--- src/cq_pkg.sv ---
// package: constants, codes and helpers of the clock qualifier
`default_nettype none
package cq_pkg;
  // ---------------------------------------------------------------
  // clock field codes, one per external input
  // ---------------------------------------------------------------
  localparam logic [2:0] CLK_OFF  = 3'h0; // input unused
  localparam logic [2:0] CLK_RISE = 3'h1; // low-to-high edges clock
  localparam logic [2:0] CLK_FALL = 3'h2; // high-to-low edges clock
  localparam logic [2:0] CLK_BOTH = 3'h3; // every transition clocks
  localparam logic [2:0] CLK_HIGH = 3'h4; // gates other while high
  localparam logic [2:0] CLK_LOW  = 3'h5; // gates other while low
  // speed settings and count qualifier modes
  localparam logic [1:0] SPD_SLOW  = 2'h0;
  localparam logic [1:0] SPD_FAST  = 2'h1;
  localparam logic [1:0] SPD_VFAST = 2'h2;
  localparam logic [1:0] CNT_OFF    = 2'h0;
  localparam logic [1:0] CNT_STATES = 2'h1;
  localparam logic [1:0] CNT_TIME   = 2'h2;
  // ---------------------------------------------------------------
  // rate caps, in kHz, and least spacing in system cycles
  // ---------------------------------------------------------------
  localparam int SYS_KHZ   = 25000; // system clock rate
  localparam int SLOW_KHZ  = 16000;
  localparam int FAST_KHZ  = 20000;
  localparam int VFAST_KHZ = 25000;
  localparam logic [1:0] SLOW_CYC  =
    2'((SYS_KHZ + SLOW_KHZ - 1) / SLOW_KHZ);
  localparam logic [1:0] FAST_CYC  =
    2'((SYS_KHZ + FAST_KHZ - 1) / FAST_KHZ);
  localparam logic [1:0] VFAST_CYC =
    2'((SYS_KHZ + VFAST_KHZ - 1) / VFAST_KHZ);
  // ---------------------------------------------------------------
  // register map and field positions
  // ---------------------------------------------------------------
  localparam logic [7:0] OFS_CTRL   = 8'h00;
  localparam logic [7:0] OFS_STATUS = 8'h04;
  localparam logic [7:0] OFS_COUNT  = 8'h08;
  localparam logic [7:0] OFS_LAST   = 8'h0C;
  localparam logic [7:0] OFS_TRACE  = 8'h40; // 16 words up to 0x7C
  localparam int CTRL_F1_LSB  = 0;
  localparam int CTRL_F2_LSB  = 4;
  localparam int CTRL_SPD_LSB = 8;
  localparam int CTRL_CNT_LSB = 12;
  localparam int CTRL_RUN_BIT = 16;
  localparam logic [16:0] CTRL_RST = 17'h0_0000;
  localparam int DATA_W   = 16; // probe channels
  localparam int TRACE_AW = 4;  // trace depth 16
  // edge of a pin chosen by its clock field
  function automatic logic edge_hit(input logic [2:0] m,
                                    input logic cur, input logic prv);
    edge_hit = ((m == CLK_RISE || m == CLK_BOTH) && cur && !prv) ||
               ((m == CLK_FALL || m == CLK_BOTH) && !cur && prv);
  endfunction
  // gate that a qualifier field puts on the other input
  function automatic logic qual_ok(input logic [2:0] m,
                                   input logic lvl);
    qual_ok = (m == CLK_HIGH) ? lvl : (m == CLK_LOW) ? !lvl : 1'b1;
  endfunction
endpackage
`default_nettype wire

--- src/cq_edge_select.sv ---
// module: edge picker for one external clock input
`timescale 1ns/10ps
`default_nettype none
module cq_edge_select
(
  input  wire logic       clk_i,   // system clock
  input  wire logic       rst_b_i, // sync reset, low active
  input  wire logic       ce_i,    // clock enable
  input  wire logic [2:0] mode_i,  // clock field of this input
  input  wire logic       pin_i,   // external clock input level
  output logic            hit_o,   // selected edge this cycle
  output logic            prev_o   // level one cycle earlier
);
  logic prev_reg;  // last sampled level
  logic prev_next; // its next value
  // ---------------------------------------------------------------
  // history of the pin
  // ---------------------------------------------------------------
  always_comb
  begin
    prev_next = ce_i ? pin_i : prev_reg;
  end
  always_ff @(posedge clk_i)
  begin
    if (!rst_b_i)
      prev_reg <= 1'b0;
    else
      prev_reg <= prev_next;
  end
  // qualifier and off settings never give an edge
  assign hit_o  = cq_pkg::edge_hit(mode_i, pin_i, prev_reg);
  assign prev_o = prev_reg;
endmodule // cq_edge_select
`default_nettype wire

--- src/cq_rate_gate.sv ---
// module: spacing gate that caps the qualified clock rate
`timescale 1ns/10ps
`default_nettype none
module cq_rate_gate
(
  input  wire logic       clk_i,   // system clock
  input  wire logic       rst_b_i, // sync reset, low active
  input  wire logic       ce_i,    // clock enable
  input  wire logic [1:0] speed_i, // speed setting
  input  wire logic       req_i,   // combined qualified edge
  output logic            grant_o, // edge accepted
  output logic            drop_o   // edge came too soon
);
  logic [1:0] since_reg;  // cycles since last grant, saturating
  logic [1:0] since_next; // its next value
  logic [1:0] min_cyc;    // least spacing for the speed
  // ---------------------------------------------------------------
  // spacing check over the merged edge stream
  // ---------------------------------------------------------------
  always_comb
  begin
    case (speed_i)
      cq_pkg::SPD_SLOW:  min_cyc = cq_pkg::SLOW_CYC;
      cq_pkg::SPD_FAST:  min_cyc = cq_pkg::FAST_CYC;
      default:           min_cyc = cq_pkg::VFAST_CYC;
    endcase
    grant_o = req_i && (since_reg >= min_cyc - 2'd1);
    drop_o  = req_i && !grant_o;
    if (!ce_i)
      since_next = since_reg;
    else if (grant_o)
      since_next = 2'd0;
    else if (since_reg != 2'd3)
      since_next = since_reg + 2'd1;
    else
      since_next = since_reg;
  end
  always_ff @(posedge clk_i)
  begin
    if (!rst_b_i)
      since_reg <= 2'd3;
    else
      since_reg <= since_next;
  end
endmodule // cq_rate_gate
`default_nettype wire

--- src/cq_state_qualifier.sv ---
// module: external state analyzer clock qualifier with apb registers
//
// Our own choices: the APB interface to the registers and the register addresses.
`timescale 1ns/10ps
`default_nettype none
module cq_state_qualifier
(
  input  wire logic        CLK_SYS_I,    // 25 MHz system clock
  input  wire logic        RST_B_I,      // sync reset, low active
  input  wire logic        CE_I,         // freezes all state when low
  input  wire logic        PSEL_I,       // apb select
  input  wire logic        PENABLE_I,    // apb access phase
  input  wire logic        PWRITE_I,     // apb direction
  input  wire logic [7:0]  PADDR_I,      // apb byte address
  input  wire logic [31:0] PWDATA_I,     // apb write data
  output logic      [31:0] PRDATA_O,     // apb read data
  output logic             PREADY_O,     // apb ready
  output logic             PSLVERR_O,    // unmapped address
  input  wire logic        FIRST_EXT_CLOCK_IN_I,  // target clock one
  input  wire logic        SECOND_EXT_CLOCK_IN_I, // target clock two
  input  wire logic [15:0] PROBE_DATA_I, // probe channels
  output logic             SAMPLE_STROBE_O, // one pulse per sample
  output logic      [15:0] SAMPLE_DATA_O    // last captured state
);
  // ---------------------------------------------------------------
  // declarations
  // ---------------------------------------------------------------
  logic [16:0] ctrl_reg, ctrl_next;      // control word
  logic        ovr_reg, ovr_next;        // sticky rate overrun
  logic [31:0] cnt_reg, cnt_next;        // count qualifier
  logic [3:0]  wptr_reg, wptr_next;      // trace write pointer
  logic        wrap_reg, wrap_next;      // trace has wrapped
  logic        stb_reg, stb_next;        // sample strobe
  logic [15:0] last_reg, last_next;      // last sample
  logic [31:0] rdata_reg, rdata_next;    // apb read data
  logic        rdy_reg, rdy_next;        // apb ready
  logic        err_reg, err_next;        // apb error
  logic [15:0] trace_mem [16];           // trace memory
  logic [2:0]  mode1, mode2;             // clock fields
  logic [1:0]  speed, cnt_req, cnt_eff;  // speed and count modes
  logic        run;                      // capture enabled
  logic        hit1, hit2, prev1, prev2; // edge picker outputs
  logic        req, grant, drop;         // merged and gated edges
  logic        wr_acc, rd_setup, mapped; // bus decode
  logic        is_trace;                 // trace window hit

  assign mode1   = ctrl_reg[cq_pkg::CTRL_F1_LSB +: 3];
  assign mode2   = ctrl_reg[cq_pkg::CTRL_F2_LSB +: 3];
  assign speed   = ctrl_reg[cq_pkg::CTRL_SPD_LSB +: 2];
  assign cnt_req = ctrl_reg[cq_pkg::CTRL_CNT_LSB +: 2];
  assign run     = ctrl_reg[cq_pkg::CTRL_RUN_BIT];

  // ---------------------------------------------------------------
  // edge pickers, one per external input
  // ---------------------------------------------------------------
  cq_edge_select u_first
  (
    .clk_i   (CLK_SYS_I),
    .rst_b_i (RST_B_I),
    .ce_i    (CE_I),
    .mode_i  (mode1),
    .pin_i   (FIRST_EXT_CLOCK_IN_I),
    .hit_o   (hit1),
    .prev_o  (prev1)
  );
  cq_edge_select u_second
  (
    .clk_i   (CLK_SYS_I),
    .rst_b_i (RST_B_I),
    .ce_i    (CE_I),
    .mode_i  (mode2),
    .pin_i   (SECOND_EXT_CLOCK_IN_I),
    .hit_o   (hit2),
    .prev_o  (prev2)
  );

  // ---------------------------------------------------------------
  // qualification and merge
  // ---------------------------------------------------------------
  // only the two external inputs form the clock
  always_comb
  begin
    req = run && CE_I &&
      ((hit1 && cq_pkg::qual_ok(mode2, SECOND_EXT_CLOCK_IN_I)) ||
       (hit2 && cq_pkg::qual_ok(mode1, FIRST_EXT_CLOCK_IN_I)));
  end

  // rate cap over the merged stream
  cq_rate_gate u_rate
  (
    .clk_i   (CLK_SYS_I),
    .rst_b_i (RST_B_I),
    .ce_i    (CE_I),
    .speed_i (speed),
    .req_i   (req),
    .grant_o (grant),
    .drop_o  (drop)
  );

  // ---------------------------------------------------------------
  // count qualifier restriction by speed
  // ---------------------------------------------------------------
  always_comb
  begin
    case (speed)
      cq_pkg::SPD_SLOW:  cnt_eff = cnt_req;
      cq_pkg::SPD_FAST:  // time requests fall back to states
        cnt_eff = (cnt_req == cq_pkg::CNT_OFF) ? cq_pkg::CNT_OFF
                                                : cq_pkg::CNT_STATES;
      default:           cnt_eff = cq_pkg::CNT_OFF;
    endcase
  end

  // ---------------------------------------------------------------
  // bus decode
  // ---------------------------------------------------------------
  always_comb
  begin
    is_trace = PADDR_I[7:6] == cq_pkg::OFS_TRACE[7:6] &&
               PADDR_I[1:0] == 2'b00;
    mapped   = is_trace || PADDR_I == cq_pkg::OFS_CTRL ||
               PADDR_I == cq_pkg::OFS_STATUS ||
               PADDR_I == cq_pkg::OFS_COUNT ||
               PADDR_I == cq_pkg::OFS_LAST;
    rd_setup = CE_I && PSEL_I && !PENABLE_I;
    wr_acc   = CE_I && PSEL_I && PENABLE_I && rdy_reg && PWRITE_I &&
               mapped;
  end

  // ---------------------------------------------------------------
  // next state of control, capture and bus answer
  // ---------------------------------------------------------------
  always_comb
  begin
    ctrl_next  = ctrl_reg;
    ovr_next   = ovr_reg;
    cnt_next   = cnt_reg;
    wptr_next  = wptr_reg;
    wrap_next  = wrap_reg;
    stb_next   = 1'b0;
    last_next  = last_reg;
    rdata_next = rdata_reg;
    rdy_next   = 1'b0;
    err_next   = 1'b0;
    if (!CE_I)
    begin
      // frozen
      stb_next = stb_reg;
      rdy_next = rdy_reg;
      err_next = err_reg;
    end
    else
    begin
      // control write
      if (wr_acc && PADDR_I == cq_pkg::OFS_CTRL)
        ctrl_next = PWDATA_I[16:0];
      // overrun: write one clears, a new drop wins
      if (wr_acc && PADDR_I == cq_pkg::OFS_STATUS && PWDATA_I[0])
        ovr_next = 1'b0;
      if (drop)
        ovr_next = 1'b1;
      // one sample per accepted edge
      if (grant)
      begin
        stb_next  = 1'b1;
        last_next = PROBE_DATA_I;
        wptr_next = wptr_reg + 4'd1;
        if (wptr_reg == 4'hF)
          wrap_next = 1'b1;
      end
      // count qualifier
      if (run && cnt_eff == cq_pkg::CNT_STATES && grant)
        cnt_next = cnt_reg + 32'd1;
      else if (run && cnt_eff == cq_pkg::CNT_TIME)
        cnt_next = cnt_reg + 32'd1;
      // count clear on write, wins over counting
      if (wr_acc && PADDR_I == cq_pkg::OFS_COUNT)
        cnt_next = 32'h0000_0000;
      // read data prepared in the setup phase
      if (rd_setup)
      begin
        rdy_next   = 1'b1;
        err_next   = !mapped;
        rdata_next = 32'h0000_0000;
        if (PADDR_I == cq_pkg::OFS_CTRL)
          rdata_next = {15'h0000, ctrl_reg};
        else if (PADDR_I == cq_pkg::OFS_STATUS)
          rdata_next = {23'h00_0000, cnt_eff, wrap_reg, wptr_reg,
                        run, ovr_reg};
        else if (PADDR_I == cq_pkg::OFS_COUNT)
          rdata_next = cnt_reg;
        else if (PADDR_I == cq_pkg::OFS_LAST)
          rdata_next = {16'h0000, last_reg};
        else if (is_trace)
          rdata_next = {16'h0000, trace_mem[PADDR_I[5:2]]};
      end
    end
  end

  // ---------------------------------------------------------------
  // registers
  // ---------------------------------------------------------------
  always_ff @(posedge CLK_SYS_I)
  begin
    if (!RST_B_I)
    begin
      ctrl_reg  <= cq_pkg::CTRL_RST;
      ovr_reg   <= 1'b0;
      cnt_reg   <= 32'h0000_0000;
      wptr_reg  <= 4'h0;
      wrap_reg  <= 1'b0;
      stb_reg   <= 1'b0;
      last_reg  <= 16'h0000;
      rdata_reg <= 32'h0000_0000;
      rdy_reg   <= 1'b0;
      err_reg   <= 1'b0;
    end
    else
    begin
      ctrl_reg  <= ctrl_next;
      ovr_reg   <= ovr_next;
      cnt_reg   <= cnt_next;
      wptr_reg  <= wptr_next;
      wrap_reg  <= wrap_next;
      stb_reg   <= stb_next;
      last_reg  <= last_next;
      rdata_reg <= rdata_next;
      rdy_reg   <= rdy_next;
      err_reg   <= err_next;
    end
  end

  // trace memory write, no reset needed
  always_ff @(posedge CLK_SYS_I)
  begin
    if (RST_B_I && grant)
      trace_mem[wptr_reg] <= PROBE_DATA_I;
  end

  assign PRDATA_O        = rdata_reg;
  assign PREADY_O        = rdy_reg;
  assign PSLVERR_O       = err_reg;
  assign SAMPLE_STROBE_O = stb_reg;
  assign SAMPLE_DATA_O   = last_reg;

  // ---------------------------------------------------------------
  // assertions
  // ---------------------------------------------------------------
  property p_rise;
    @(posedge CLK_SYS_I) disable iff (!RST_B_I)
    run && CE_I && mode1 == cq_pkg::CLK_RISE &&
    mode2 == cq_pkg::CLK_OFF && FIRST_EXT_CLOCK_IN_I && !prev1
    |-> req;
  endproperty
  a_rise: assert property (p_rise)
    else $error("rising edge gave no clock");
  property p_fall;
    @(posedge CLK_SYS_I) disable iff (!RST_B_I)
    mode1 == cq_pkg::CLK_FALL && mode2 == cq_pkg::CLK_OFF &&
    FIRST_EXT_CLOCK_IN_I |-> !req;
  endproperty
  a_fall: assert property (p_fall)
    else $error("falling setting clocked on a high level");
  property p_both;
    @(posedge CLK_SYS_I) disable iff (!RST_B_I)
    run && CE_I && mode2 == cq_pkg::CLK_BOTH &&
    mode1 == cq_pkg::CLK_OFF &&
    SECOND_EXT_CLOCK_IN_I != prev2 |-> req;
  endproperty
  a_both: assert property (p_both)
    else $error("transition missed in both-edge setting");
  property p_high;
    @(posedge CLK_SYS_I) disable iff (!RST_B_I)
    mode1 == cq_pkg::CLK_HIGH && !FIRST_EXT_CLOCK_IN_I |-> !req;
  endproperty
  a_high: assert property (p_high)
    else $error("edge passed while high qualifier low");
  property p_low;
    @(posedge CLK_SYS_I) disable iff (!RST_B_I)
    mode2 == cq_pkg::CLK_LOW && SECOND_EXT_CLOCK_IN_I |-> !req;
  endproperty
  a_low: assert property (p_low)
    else $error("edge passed while low qualifier high");
  property p_off;
    @(posedge CLK_SYS_I) disable iff (!RST_B_I)
    mode1 == cq_pkg::CLK_OFF && mode2 == cq_pkg::CLK_OFF |-> !req;
  endproperty
  a_off: assert property (p_off)
    else $error("clock seen with both inputs off");
  property p_space;
    @(posedge CLK_SYS_I) disable iff (!RST_B_I)
    grant && CE_I && speed != cq_pkg::SPD_VFAST
    |=> !grant && (!req || drop);
  endproperty
  a_space: assert property (p_space)
    else $error("qualified clocks closer than speed allows");
  property p_vfast;
    @(posedge CLK_SYS_I) disable iff (!RST_B_I)
    speed == cq_pkg::SPD_VFAST && CE_I |=> $stable(cnt_reg);
  endproperty
  a_vfast: assert property (p_vfast)
    else $error("count qualifier active at very fast speed");
  property p_fast;
    @(posedge CLK_SYS_I) disable iff (!RST_B_I)
    speed == cq_pkg::SPD_FAST && !grant && CE_I
    && !wr_acc |=> $stable(cnt_reg);
  endproperty
  a_fast: assert property (p_fast)
    else $error("count qualifier counted time at fast speed");
  property p_capture;
    @(posedge CLK_SYS_I) disable iff (!RST_B_I)
    grant |=> stb_reg && last_reg == $past(PROBE_DATA_I) &&
              wptr_reg == $past(wptr_reg) + 4'd1;
  endproperty
  a_capture: assert property (p_capture)
    else $error("accepted edge did not capture one sample");
endmodule // cq_state_qualifier
`default_nettype wire

--- config.mk ---
export PLATFORM = sky130hd
export DESIGN_NAME = cq_state_qualifier
export DESIGN_NICKNAME = d
export VERILOG_FILES = /design/src/cq_pkg.sv /design/src/cq_edge_select.sv /design/src/cq_rate_gate.sv /design/src/cq_state_qualifier.sv
export SDC_FILE = /design/constraint.sdc
export NUM_CORES = 1
export LEC_CHECK = 0
export BUFFER_PORTS_ARGS = -buffer_cell sky130_fd_sc_hd__buf_2
export CORE_MARGIN = 5
export CORE_UTILIZATION = 60
export DETAILED_ROUTE_END_ITERATION = 10
export PLACE_DENSITY = 0.83
export SETUP_SLACK_MARGIN = 0.5
export SLEW_MARGIN = 20
export SYNTH_ARGS = -nofsm -noshare
export SYNTH_HDL_FRONTEND = slang
export SYNTH_SLANG_ARGS = --single-unit
--- constraint.sdc ---
create_clock -name CLK_SYS_I -period 8.4 [get_ports CLK_SYS_I]
set_input_delay 1.26 -clock CLK_SYS_I [delete_from_list [all_inputs] [get_ports CLK_SYS_I]]
set_output_delay 1.26 -clock CLK_SYS_I [all_outputs]
set_load 0.03 [all_outputs]
==> results.md, run 1 <==
- The run finished with clean final reports.
- The deepest clock path buffer count is 3.
- The count of final hold-check violations came to 0.
- Counting flops and latches in the post-synthesis netlist gives 366.
- On the critical path the largest part of the delay comes from buffers and inverters.
- The number of cells traversed by the worst register-to-register path is 8.
- The final-report setup violation count is 0.
- Once the clock tree was built, the setup fixing pass inserted 0 buffers.
- The number of antenna violations at the first check in global routing is 2.
- The initial DRC count is 1124.
- For the pin with the worst max-slew slack, the measured transition is 1100 ps.
- The global-route usage over all layers is 25.8%.
- The total negative slack is 0 ps.
- The worst setup path is of the input pin to flop kind.
- The proportion of synthesized flip-flops having asynchronous set or reset is 0%.
- Of the total power, registers draw 51.7%.
- From bottom edge to top edge, the die measures 169 um.
- The arrival time at the worst endpoint is 4340 ps.
- The final layout contains 1247 nets.
- The worst register-to-register path ends at trace_mem[6][10].
- The ratio of final minimum period to clock period is 46.9%.
- The final worst hold slack is 498 ps.
- The worst register-to-register path has a setup slack of 5020 ps.
- For this run, the share of the core covered by cells in the final layout is 69.0%.
- Along the worst hold path, the cell count comes to 2.
- The worst hold path begins at PREADY_O.
- The die outline area is 28500 um^2.
- The register with the most flip-flops in the layout has 256 of them.
- The design internal power is 2960 uW.
- In this run the critical register-to-register path is launched from ctrl_reg[9].
- The pin count of the biggest net entering global routing is 86.
- The via count of the first global-routing pass is 9797.
- The sum of net half-perimeters after detailed placement is 22500 um.
- The critical path contains buffers and inverters numbering 4 combined.
- The tree is rooted in a sky130_fd_sc_hd__clkbuf_16.
- The most used cell along the critical path is sky130_fd_sc_hd__buf_4.
- The die is 169 um wide.
- In this run the tool buffered the top-level ports with 99 buffer cells.
- The largest individual stage delay along the critical path comes from the cell sky130_fd_sc_hd__inv_1.
- The detailed-route wire length is 36700 um.
- The post-synthesis instance total is 1079.
- The maximum clock frequency is 254 MHz.
- After Yosys synthesis, full adders, half adders and majority gates account for 0.579% of the synthesized area.
- The floorplan core area is 25000 um^2.
- TritonCTS created 38 clock buffers.
- The routability congestion estimate is 0.820.
- The detailed router placed 9952 vias in this run.
- The clock network power share is 44.1%.
- The kind of capture point of the worst setup path is a flop.
- The ratio of cells with drive above 1 in the final layout is 20.9%.
- The antenna cell count is 0.
- Leaving out fill and tap cells, the most frequent cell in the layout is sky130_fd_sc_hd__edfxtp_1.
- Setup repair after global routing left no endpoint under its margin.
- The global-route wire length before repair is 56700 um.
- The area growth from synthesis to layout is 14.2%.
- After detailed routing, the average wire length per cell comes to 23.9 um.
- The min-delay analysis places its worst path in the category flop to flop.
- Summing every instance area after synthesis gives 15100 um^2.
- After floorplanning, the core was divided into 58 placement rows.
- The count of cells resized by post-cts repair is 0.
- The critical path launch point type is an input pin.
- During synthesis, Yosys emitted a total of 0 warnings.
- The combinational family with the most area after synthesis is multiplexers.
- The clock transition at the registers of the reported paths is 60 ps.
- The max-slew headroom at the worst pin is 26.8%.
- After synthesis, the share of cell area in mux cells is 12.8%.
- The power per standard cell area is 216 nW/um^2.
- The count of final max-slew check failures is 0.
- The depth of the CTS H-tree is 2.
- The sequential-to-total area share from yosys stat is 65.4%.
- TritonCTS built the clock tree.
- The initial utilization of the core area, before any placement, comes to 60.4%.
- The mean instance size in the synthesized netlist is 14.0 um^2.
- 115 I/O pins were placed.
- The area share of and/or/nand/nor cells after synthesis is 9.27%.
- The number of nets in the synthesized netlist is 1150.
- The cts-stage hold buffer count is 0.
- OpenSTA, run right after detailed placement, puts the worst setup slack at 3930 ps.
- The detail route stage leaves a number of antenna-violating nets equal to 0.
- The clock network latency to the later pin of the worst-skew pair is 520 ps.
- The static leakage is 0.00587 uW.
- The worst-case clock skew is 10.6 ps.
- The final critical path time including I/O delays and setup is 3940 ps.
- The total overflow left after global routing is 0.
- The post-synthesis compound-gate area fraction is 9.60%.
- The endpoint required time on the critical path is 8800 ps.
- The switching fraction of total power is 20.7%.
- The startpoint of the worst setup timing path is PADDR_I[2].
- In this run, the combinational gates consume 4.1% of the power.
- Using the TritonRoute via totals, the vias-per-cell ratio works out to 6.48.
- Across the VDD grid, the largest voltage drop is 174 uV.
- The peak per-stage delay on the critical path is 500 ps.
- The critical path goes through buf_4 > buf_4 > buf_4 > inv_1 > a2111oi_0 > a211oi_1 > a21oi_1 > o21ai_0 > a32o_1.
- In the layout the commonest cells are 256 x sky130_fd_sc_hd__edfxtp_1, 110 x sky130_fd_sc_hd__dfxtp_1, 97 x sky130_fd_sc_hd__buf_2, 77 x sky130_fd_sc_hd__mux2i_1, 62 x sky130_fd_sc_hd__a21oi_1.
- The synthesized-area fraction occupied by xor and xnor cells is 0.347%.
- The biggest fanout along the worst timing path is 29.
- The path with the worst hold slack has its endpoint at PREADY_O.
- The distinct cell type count of the synthesized netlist is 52.
- The number of flops mapped to enable cells by yosys is 256.
- The number of sinks handled by clock tree synthesis is 366.
- For this run, the leading register cell type out of synthesis is sky130_fd_sc_hd__edfxtp_1.
- The number of maximum-capacitance violations is 0.
- The number of design rule violations left after detail routing is 0.
- The first detailed-routing pass ran for 5 iterations.
- Once routing completed, OpenROAD measured the worst setup slack at 4460 ps.
- The net switching power is 772 uW.
-- Yosys cell counts, drive strengths merged, types with 4 or more instances --
cell type,n,area [um^2]
inv,10,37.5
or4,11,82.6
a22o,15,131
nor2b,59,369
nor2,44,165
o22ai,14,87.6
and3,7,43.8
buf,16,70.1
o21ai,46,230
clkbuf,54,203
o221ai,8,70.1
mux2i,77,771
o21a,6,45.0
nand2b,6,37.5
nor3,14,70.1
and2,6,37.5
a22oi,19,143
nand3b,4,30.0
nand4,9,56.3
mux4,46,1040
o211ai,14,105
edfxtp,256,7690
xnor2,5,43.8
a21oi,63,315
dfxtp,110,2200
nand3,21,105
mux2,11,124
o2111a,7,78.8
ha,7,87.6
nand2,55,206
o31ai,9,67.6
or3,16,100
and4,4,35.0
-- kinds of logic (layout without fill, tap and decap cells) --
family | count (synthesis) | in the layout
compound gates | 221 | 221
simple gates | 265 | 265
mux | 134 | 134
buf+inv | 80 | 207
flops | 366 | 366
xor+xnor | 6 | 6
fa+ha+maj | 7 | 7
-- how the worst max path moves through the flow --
| stage | to | slack [ps] | cells past startpoint |
|---|---|---|---|
| after floorplan | trace_mem[2][0] | 4330 | 6 |
| after global routing | PRDATA_O[7] | 4180 | 9 |
| after CTS | PRDATA_O[7] | 4450 | 9 |
| after detailed placement | PRDATA_O[7] | 3930 | 9 |
| final | PRDATA_O[7] | 4460 | 9 |
| after global placement | cnt_reg[8] | 4010 | 7 |
-- power by group through the flow --
| stage | sequential [uW] | clock, uW | combinational (uW) |
|---|---|---|---|
| global placement | 1970 | 0 | 148 |
| global route | 1930 | 1760 | 167 |
| CTS | 1930 | 1670 | 154 |
| detailed placement | 1970 | 0 | 153 |
| finish | 1930 | 1650 | 154 |
| floorplan | 1980 | 0 | 90.6 |
-- through the flow --
step,power [uW],cells,cell area (um^2)
final,3740,1536,17300
after global placement,2120,1466,16000
after global routing,3850,1536,17300
after detailed placement,2120,1466,16000
after floorplan,2070,1079,15100
after CTS,3750,1536,17300
-- layout make-up --
cell class,count,area [um^2]
Sequential cell,366,9890
Fill cell,1681,7770
Multi-Input combinational cell,633,4980
Clock buffer,57,1100
Timing Repair Buffer,127,711
Tap cell,330,413
Clock inverter,13,134
Inverter,10,37.5
-- routing by layer --
metal | routed length, um | global-route usage [%]
met1 | 14700 | 35.9
met2 | 18000 | 42.6
met3 | 3160 | 4.41
met4 | 862 | 6.99
met5 | 27 | 0
-- tightest hold or removal path: cells and delay by family, from the launching register on --
| family | cells | cell delay (ps) |
|---|---|---|
| DFF | 1 | 310 |
| AOI/OAI and AO/OA | 1 | 70 |
| and+or+nand+nor | 1 | 60 |
No activity file was read; power rests on OpenSTA's default activity.
==> run 2, diff against run 1 <==
- ABC_AREA: default -> 1
- PLACE_DENSITY: 0.83 -> 0.82
- clock period: 8.4 -> 3.9 ns (I/O delays scaled with it)
==> results.md, run 2 <==
- Across every metal layer, demand over resource in global routing totals 28.1%.
- The cell accounting for the most synthesized area is sky130_fd_sc_hd__edfxtp_1.
- Setup slack on the worst reg-to-reg path comes out at 1190 ps.
- Setup repair after global routing left no endpoint under its margin.
- The endpoint required time on the critical path is 4120 ps.
- The number of antenna violations at the first check in global routing is 0.
- The count of cells resized by post-cts repair is 0.
- STA puts the critical path data arrival time at 2920 ps.
- The horizontal die dimension is 173 um.
- In this run the most critical hold path is launched from PWDATA_I[13].
- Using the TritonRoute via totals, the vias-per-cell ratio works out to 5.83.
- The flow ran to the end, and the final reports show no timing, DRC or antenna violations.
- The critical path is of the flop to flop type.
- CTS built an H-tree with a depth of 2.
- The final cell count without fillers is 2210.
- The worst-case clock skew is 14.4 ps.
- Counting flops and latches in the post-synthesis netlist gives 366.
- The area growth from synthesis to layout is 13.4%.
- The number of nets in the synthesized netlist is 1823.
- Setup violations remaining at the end of the flow were counted as 0.
- The number of placement rows is 59.
- In the final layout, the share of cells above drive strength 1 is 12.1%.
- The post-synthesis cell area is 16000 um^2.
- The synthesized-area fraction occupied by xor and xnor cells is 0.384%.
- For this design the static power due to leakage is 0.00707 uW.
- Power spread over the standard cell area amounts to 448 nW/um^2.
- The number of antenna diodes in the final layout is 0.
- The combinational family with the most area after synthesis is simple AND/OR/NAND/NOR gates.
- The number of sinks handled by clock tree synthesis is 366.
- The starting density of the core is 61.1%.
- The cell sitting at the root of the clock tree is a sky130_fd_sc_hd__clkbuf_16.
- The number of flops mapped to enable cells by yosys is 256.
- The reg-to-reg startpoint is ctrl_reg[5].
- Total power for the finished layout comes to 8100 uW.
- Along the worst hold path, the cell count comes to 3.
- The Yosys step of the flow raised 0 warnings.
- After floorplanning, the core was sized to cover 26100 um^2.
- The distinct cell type count of the synthesized netlist is 37.
- The path with the worst hold slack has its endpoint at ctrl_reg[13].
- The clock tree from TritonCTS is built.
- The total congestion overflow after global routing is 0.
- In this run, the number of DRC markers left after iteration 0 of detailed routing was 1715.
- The die outline area is 30000 um^2.
- The slowest stage of the critical path belongs to the cell sky130_fd_sc_hd__nor2_2.
- At the end of the flow, the number of nets in the layout was 1918.
- The number of buffers added for setup after CTS is 0.
- In the layout the commonest cells are 619 x sky130_fd_sc_hd__nand2_1, 256 x sky130_fd_sc_hd__edfxtp_1, 139 x sky130_fd_sc_hd__nor2_1, 131 x sky130_fd_sc_hd__nand3_1, 111 x sky130_fd_sc_hd__a21oi_1.
- By instance count, the leading cell after synthesis is sky130_fd_sc_hd__nand2_1.
- The cts-stage hold buffer count is 0.
- The number of design rule violations left after detail routing is 0.
- In this run the biggest area consumer among cell types represents 48.2% of the synthesized area.
- After synthesis, the cell types taking the most area are sky130_fd_sc_hd__edfxtp_1 48%, sky130_fd_sc_hd__nand2_1 15%, sky130_fd_sc_hd__dfxtp_1 14%.
- The critical path goes through nand2_1 > a21oi_1 > nand2_1 > a21oi_1 > nand2_1 > inv_1 > nand2_1 > inv_1 > nand2_1 > nor2_2 > buf_4.
- The sum of net half-perimeters after detailed placement is 27800 um.
- For the pin with the worst max-slew slack, the measured transition is 892 ps.
- The worst hold path belongs to the class input pin to flop.
- After filler insertion, the fill cell instance count of the layout stands at 1993.
- Headroom to the max-slew limit came out at 40.4%.
- The count of final max-slew check failures came to 0.
- The via count of the first global-routing pass is 12400.
- The post-synthesis instance total is 1752.
- By count the netlist is led by 619 x sky130_fd_sc_hd__nand2_1, 256 x sky130_fd_sc_hd__edfxtp_1, 149 x sky130_fd_sc_hd__nor2_1.
- STA classifies the critical path endpoint as a flop.
- The detailed router placed 12900 vias in this run.
- The share of the Yosys chip area taken by registers is 62.0%.
- In this run the vertical extent of the chip is 173 um.
- Entering global routing, the biggest net connects 60 pins.
- The register with the most flip-flops in the layout has 256 of them.
- Summing the areas of all compound-gate instances in the mapped netlist gives 6.21% of the synthesized area.
- In this run the worst path has a maximum fanout of 9.
- 115 I/O pins were placed.
- At the end of routability-driven placement, the weighted congestion stood at 0.887.
- The worst register-to-register path has a depth of 11.
- The average instance in the mapped netlist occupies 9.11 um^2.
- In the synthesized netlist the dominant register cell turns out to be sky130_fd_sc_hd__edfxtp_1.
- The routed design has 43200 um of wire.
- The number of nets still failing antenna checks after routing is 0.
- Final hold analysis gives a worst-case slack of 315 ps.
- IR analysis of the VDD net gives a maximum drop of 510 uV.
- The area share of and/or/nand/nor cells after synthesis is 26.0%.
- The count of final hold-check violations is 0.
- The number of maximum-capacitance violations is 0.
- STA classifies the critical path startpoint as a flop.
- The most used cell along the critical path is sky130_fd_sc_hd__nand2_1.
- The clock passes through at most 3 buffers.
- The ratio of final minimum period to clock period is 69.4%.
- The number of cells in the design after placement is 2143.
- After Yosys synthesis, full adders, half adders and majority gates account for 0.549% of the synthesized area.
- The sequential cells in the finished layout cover a total of 9890 um^2.
- The clock transition at the registers of the reported paths is 60 ps.
- The peak per-stage delay on the critical path is 480 ps.
- The wire length per cell after detailed routing is 19.6 um.
- The count of buffers from port buffering is 99.
- After routing, the total negative slack on setup checks comes to 0 ps.
- The share of synthesized area spent on multiplexers is 0%.
- The endpoint identified for the worst register-to-register timing path is trace_mem[12][14].
- The worst path needs 2710 ps of the cycle, external delays included.
- The multi-input combinational cells in the finished layout cover a total of 5350 um^2.
- The final core utilization is 69.2%.
- Buffers inserted during clock tree synthesis total 37.
- The first detailed-routing pass ran for 6 iterations.
- At the later pin of the worst-skew pair, clock insertion delay measures 520 ps.
- The commonest non-fill, non-tap cell in the layout is sky130_fd_sc_hd__nand2_1.
- The first global-routing pass estimated 67200 um of wire.
- The proportion of synthesized flip-flops having asynchronous set or reset is 0%.
- The maximum clock frequency is 370 MHz.
==> run 2: changes by cell type after synthesis, moves of 48 or more <==
cell and delta:
sky130_fd_sc_hd__a21oi_1 +48, sky130_fd_sc_hd__nand3_1 +110, sky130_fd_sc_hd__mux2i_1 -77, sky130_fd_sc_hd__nor2_1 +105
sky130_fd_sc_hd__nand2_1 +564, sky130_fd_sc_hd__inv_1 +95, sky130_fd_sc_hd__nor2b_1 -59
==> run 2: metal layers <==
| layer | GRT usage (%) | part of all wire, % | vias to the layer above |
|---|---|---|---|
| li1 | - | - | 6062 |
| met1 | 36.7 | 38 | 6039 |
| met2 | 46.8 | 48 | 660 |
| met3 | 4.85 | 8.8 | 133 |
| met4 | 12.3 | 4.6 | 0 |
| met5 | 0 | 0 | - |
==> run 2: worst max path at each step <==
stage,start,end,slack (ps),cells after the start
6_report,ctrl_reg[5],trace_mem[12][14],1190,11
5_1_grt,ctrl_reg[4],trace_mem[12][13],1060,11
4_1_cts,ctrl_reg[6],trace_mem[10][12],1240,12
3_5_place_dp,FIRST_EXT_CLOCK_IN_I,trace_mem[10][11],900,13
3_3_place_gp,FIRST_EXT_CLOCK_IN_I,trace_mem[14][11],920,13
2_1_floorplan,FIRST_EXT_CLOCK_IN_I,trace_mem[3][0],820,10
==> run 2: cell type report <==
type                    instances  share of cell area, %
repair buffers                142                   4.52
clock buffers                  50                   5.73
well taps                     335                   2.32
flip-flops and latches        366                   54.7
multi-input cells            1191                   29.6
clock inverters                17                  0.940
inverters                     109                   2.28
==> run 2: cell families after synthesis <==
logic type,after synthesis
AND/OR/NAND/NOR,991
flip-flops,366
buffers and inverters,195
AO/OA/AOI/OAI,186
XOR/XNOR,7
adder cells (fa/ha/maj),7
==> run 2: power by group <==
| group | internal [uW] | switching [uW] |
|---|---|---|
| registers | 4170 | 10.2 |
| clock network | 2070 | 1430 |
| logic | 114 | 315 |
| total | 6350 | 1750 |
==> run 2: through the flow <==
step                      instance area [um^2]  setup slack (ps)
after floorplan                          16000               820
after global placement                   16900               923
after detailed placement                 16900               897
after CTS                                18100              1240
after global routing                     18100              1060
final                                    18100              1190
==> run 2: worst max-delay path: cells and delay by family (launching register included) <==
family	cells	cell delay (ps)
AO/OA/AOI/OAI	2	360
AND/OR/NAND/NOR	6	1110
flip-flops	1	390
buffers and inverters	3	540
==> run 3, diff against run 2 <==
- CORE_UTILIZATION: 60 -> 54
- PLACE_DENSITY: 0.82 -> 0.78
- clock period: 3.9 -> 2.3 ns (I/O delays scaled with it)
==> results.md, run 3 (synthesis results as in run 2) <==
- Total power for the finished layout comes to 14300 uW.
- The gate family responsible for the most delay along the worst path is simple AND/OR/NAND/NOR gates.
- The biggest fanout along the worst timing path is 10.
- Pin placement for this block handled 115 I/O pins.
- In this run the tightest slew margin relative to its limit is 65.7%.
- Entering global routing, the biggest net connects 61 pins.
- For the final database, setup skew stands at 24.0 ps.
- The average vias per placed instance is 5.70.
- The y dimension of the die is 182 um.
- The routability congestion estimate is 0.894.
- The worst hold path begins at PWDATA_I[4].
- The count of nets left with antenna violations once routing finished came out at 0.
- The deepest clock path buffer count is 3.
- STA classifies the critical path endpoint as a flop.
- The signal on the critical path passes through inv_2 > nand2_1 > a21oi_2 > nand2_1 > a21oi_2 > nand2_2 > inv_4 > nand2_4 > inv_4 > nand2_8 > nor2_4 > buf_12.
- For this design the ratio of total power to cell area is 734 nW/um^2.
- The top cell types in the final layout, fill and taps aside, are 603 x sky130_fd_sc_hd__nand2_1, 256 x sky130_fd_sc_hd__edfxtp_1, 129 x sky130_fd_sc_hd__nand3_1, 128 x sky130_fd_sc_hd__nor2_1, 104 x sky130_fd_sc_hd__a21oi_1.
- The highest-delay cell along the critical path is sky130_fd_sc_hd__dfxtp_1.
- Static timing analysis puts the maximum clock frequency at 504 MHz.
- The critical path launch point type is a flop.
- Before antenna repair, the detailed router went through 5 iterations.
- The endpoint required time on the critical path is 2520 ps.
- The path with the worst hold slack has its endpoint at ctrl_reg[4].
- Leaving out fill and tap cells, the most frequent cell in the layout is sky130_fd_sc_hd__nand2_1.
- The critical path buffer and inverter count is 4.
- The ratio of final minimum period to clock period is 86.2%.
- Clock latency on the worst-skew pair, taken at its later pin, is 530 ps.
- The die covers 33100 um^2.
- The number of design rule violations left after detail routing is 0.
- The depth of the CTS H-tree is 2.
- The area growth from synthesis to layout is 21.8%.
- The setup slack of the worst register-to-register path is 320 ps.
- The number of antenna violations at the first check in global routing was 0.
- In this run the critical register-to-register path is captured at trace_mem[8][9].
- The floorplan step defined a core boundary enclosing 29400 um^2.
- The count of final max-slew check failures was 0.
- The ratio of cells with drive above 1 in the final layout is 18.4%.
- The antenna cell count is 0.
- The initial DRC count is 1464.
- The arrival time at the worst endpoint is 2200 ps.
- The transition at the pin with the smallest max-transition slack is 515 ps.
- The global-route wire length before repair is 70500 um.
- The final layout contains routed wiring with a total length of 45700 um.
- After floorplanning, the core was divided into 63 placement rows.
- After filler insertion, the fill cell instance count of the layout stands at 2214.
- The global-route usage over all layers is 27.0%.
- Across all setup checks in the final design, the least slack found is 318 ps.
- The static leakage is 0.00770 uW.
- The instance count on the critical path is 12.
- The starting density of the core is 54.3%.
- The via count of the first global-routing pass was 12900.
- The clock tree from TritonCTS is built.
- The critical path is of the flop to flop type.
- The sum of net half-perimeters after detailed placement is 29000 um.
- The wire length per cell after detailed routing is 19.7 um.
- The run finished with clean final reports.
- The tree is rooted in a sky130_fd_sc_hd__clkbuf_16.
- The TritonCTS buffer count is 38.
- The flip-flop count of the largest register, all copies and words added is 256.
- For this run the aggregate overflow at the end of global routing stands at 0.
- OpenSTA, run right after detailed placement, puts the worst setup slack at 66.2 ps.
- In this run the horizontal extent of the chip is 182 um.
- The total number of vias is 13200.
- The clock transition at the registers of the reported paths is 70 ps.
- Setup repair after global routing could not meet its margin everywhere.
- Buffers placed on the I/O ports in this run total 99.
- For the worst flop-to-flop path, the logic depth is 12.
- After the last flow step, the layout net total stands at 1973.
- The total negative slack is 0 ps.
- The worst path needs 1980 ps of the cycle, external delays included.
- The instance count along the most critical hold path is 3.
- Setup violations remaining at the end of the flow were counted as 0.
- The worst-case vdd ir drop is 514 uV.
- The number of sinks handled by clock tree synthesis is 366.
- Across the run, the number of max-cap violations was 0.
- The worst min-delay path category is input pin to flop.
- The count of final hold-check violations is 0.
- The reg-to-reg startpoint is ctrl_reg[2].
- The peak per-stage delay on the critical path is 310 ps.
- In this run, post-CTS hold repair placed 0 buffers.
==> run 3: cell count changes in the layout (fill, tap and decap cells not counted), moves of 9 or more <==
cell                      previous run  this run
sky130_fd_sc_hd__nor3_4              0        10
sky130_fd_sc_hd__buf_6               0        20
sky130_fd_sc_hd__inv_1             103        94
sky130_fd_sc_hd__dfxtp_2             0        19
sky130_fd_sc_hd__dfxtp_1           110        89
sky130_fd_sc_hd__buf_4              43        52
sky130_fd_sc_hd__nor2_1            139       128
sky130_fd_sc_hd__nand2_1           619       603
sky130_fd_sc_hd__buf_12              0        19
sky130_fd_sc_hd__nor2_4              3        18
==> run 3: per-layer routing <==
layer / GRT usage (%) / vias to the layer above / routed length [um]
met2: 44.6 / 650 / 21900
met3: 4.47 / 131 / 3930
met4: 11.8 / 0 / 2120
met1: 35.3 / 6259 / 17700
met5: 0 / - / 0
li1: - / 6173 / -
==> run 3: worst min-delay path, delay by kind of cell <==
kind / cells / cell delay, ps
simple gates: 1 / 80
compound gates: 1 / 70
buf+inv: 1 / 80
==> run 3: how the worst max path moves through the flow <==
stage,start,endpoint,slack [ps]
4_1_cts,ctrl_reg[0],trace_mem[1][15],330
3_5_place_dp,FIRST_EXT_CLOCK_IN_I,trace_mem[1][15],70
5_1_grt,ctrl_reg[1],trace_mem[8][9],220
2_1_floorplan,FIRST_EXT_CLOCK_IN_I,trace_mem[3][0],260
6_report,ctrl_reg[2],trace_mem[8][9],320
3_3_place_gp,FIRST_EXT_CLOCK_IN_I,trace_mem[1][15],110
==> run 3: layout make-up <==
class                      instances  area [um^2]  share of cell area [%]
clock buffer                      51         1070                    5.52
tap                              390          488                    2.51
sequential                       366         9920                    51.0
multi-input combinational       1191         5700                    29.3
timing repair buffer             196         1610                    8.30
clock inverter                    17          230                    1.18
inverter                         109          420                    2.16
==> run 3: through the flow <==
stage                     hold slack (ps)  area (um^2)  utilization [%]  std cells
after floorplan                       444        16200                -       1752
after global placement                458        17500             59.6       2223
after detailed placement              454        17500             59.6       2223
after CTS                            68.8        19100             65.0       2309
after global routing                 88.7        19400             66.1       2320
final                                78.2        19400             66.1       2320
==> run 3: power by group <==
part / internal [uW] / leakage, uW / switching, uW
combinational: 213 / 0.00387 / 548
sequential: 7060 / 0.00320 / 17.5
clock: 3940 / 0.000633 / 2480
total: 11200 / 0.00770 / 3040
==> run 3: what timing repair did <==
item | in CTS | in global routing
pin swaps | 10 | 13
setup endpoints to repair | 281 | 307
gates cloned | 1 | 3
buffers inserted | 17 | 8
gates resized for setup | 41 | 74
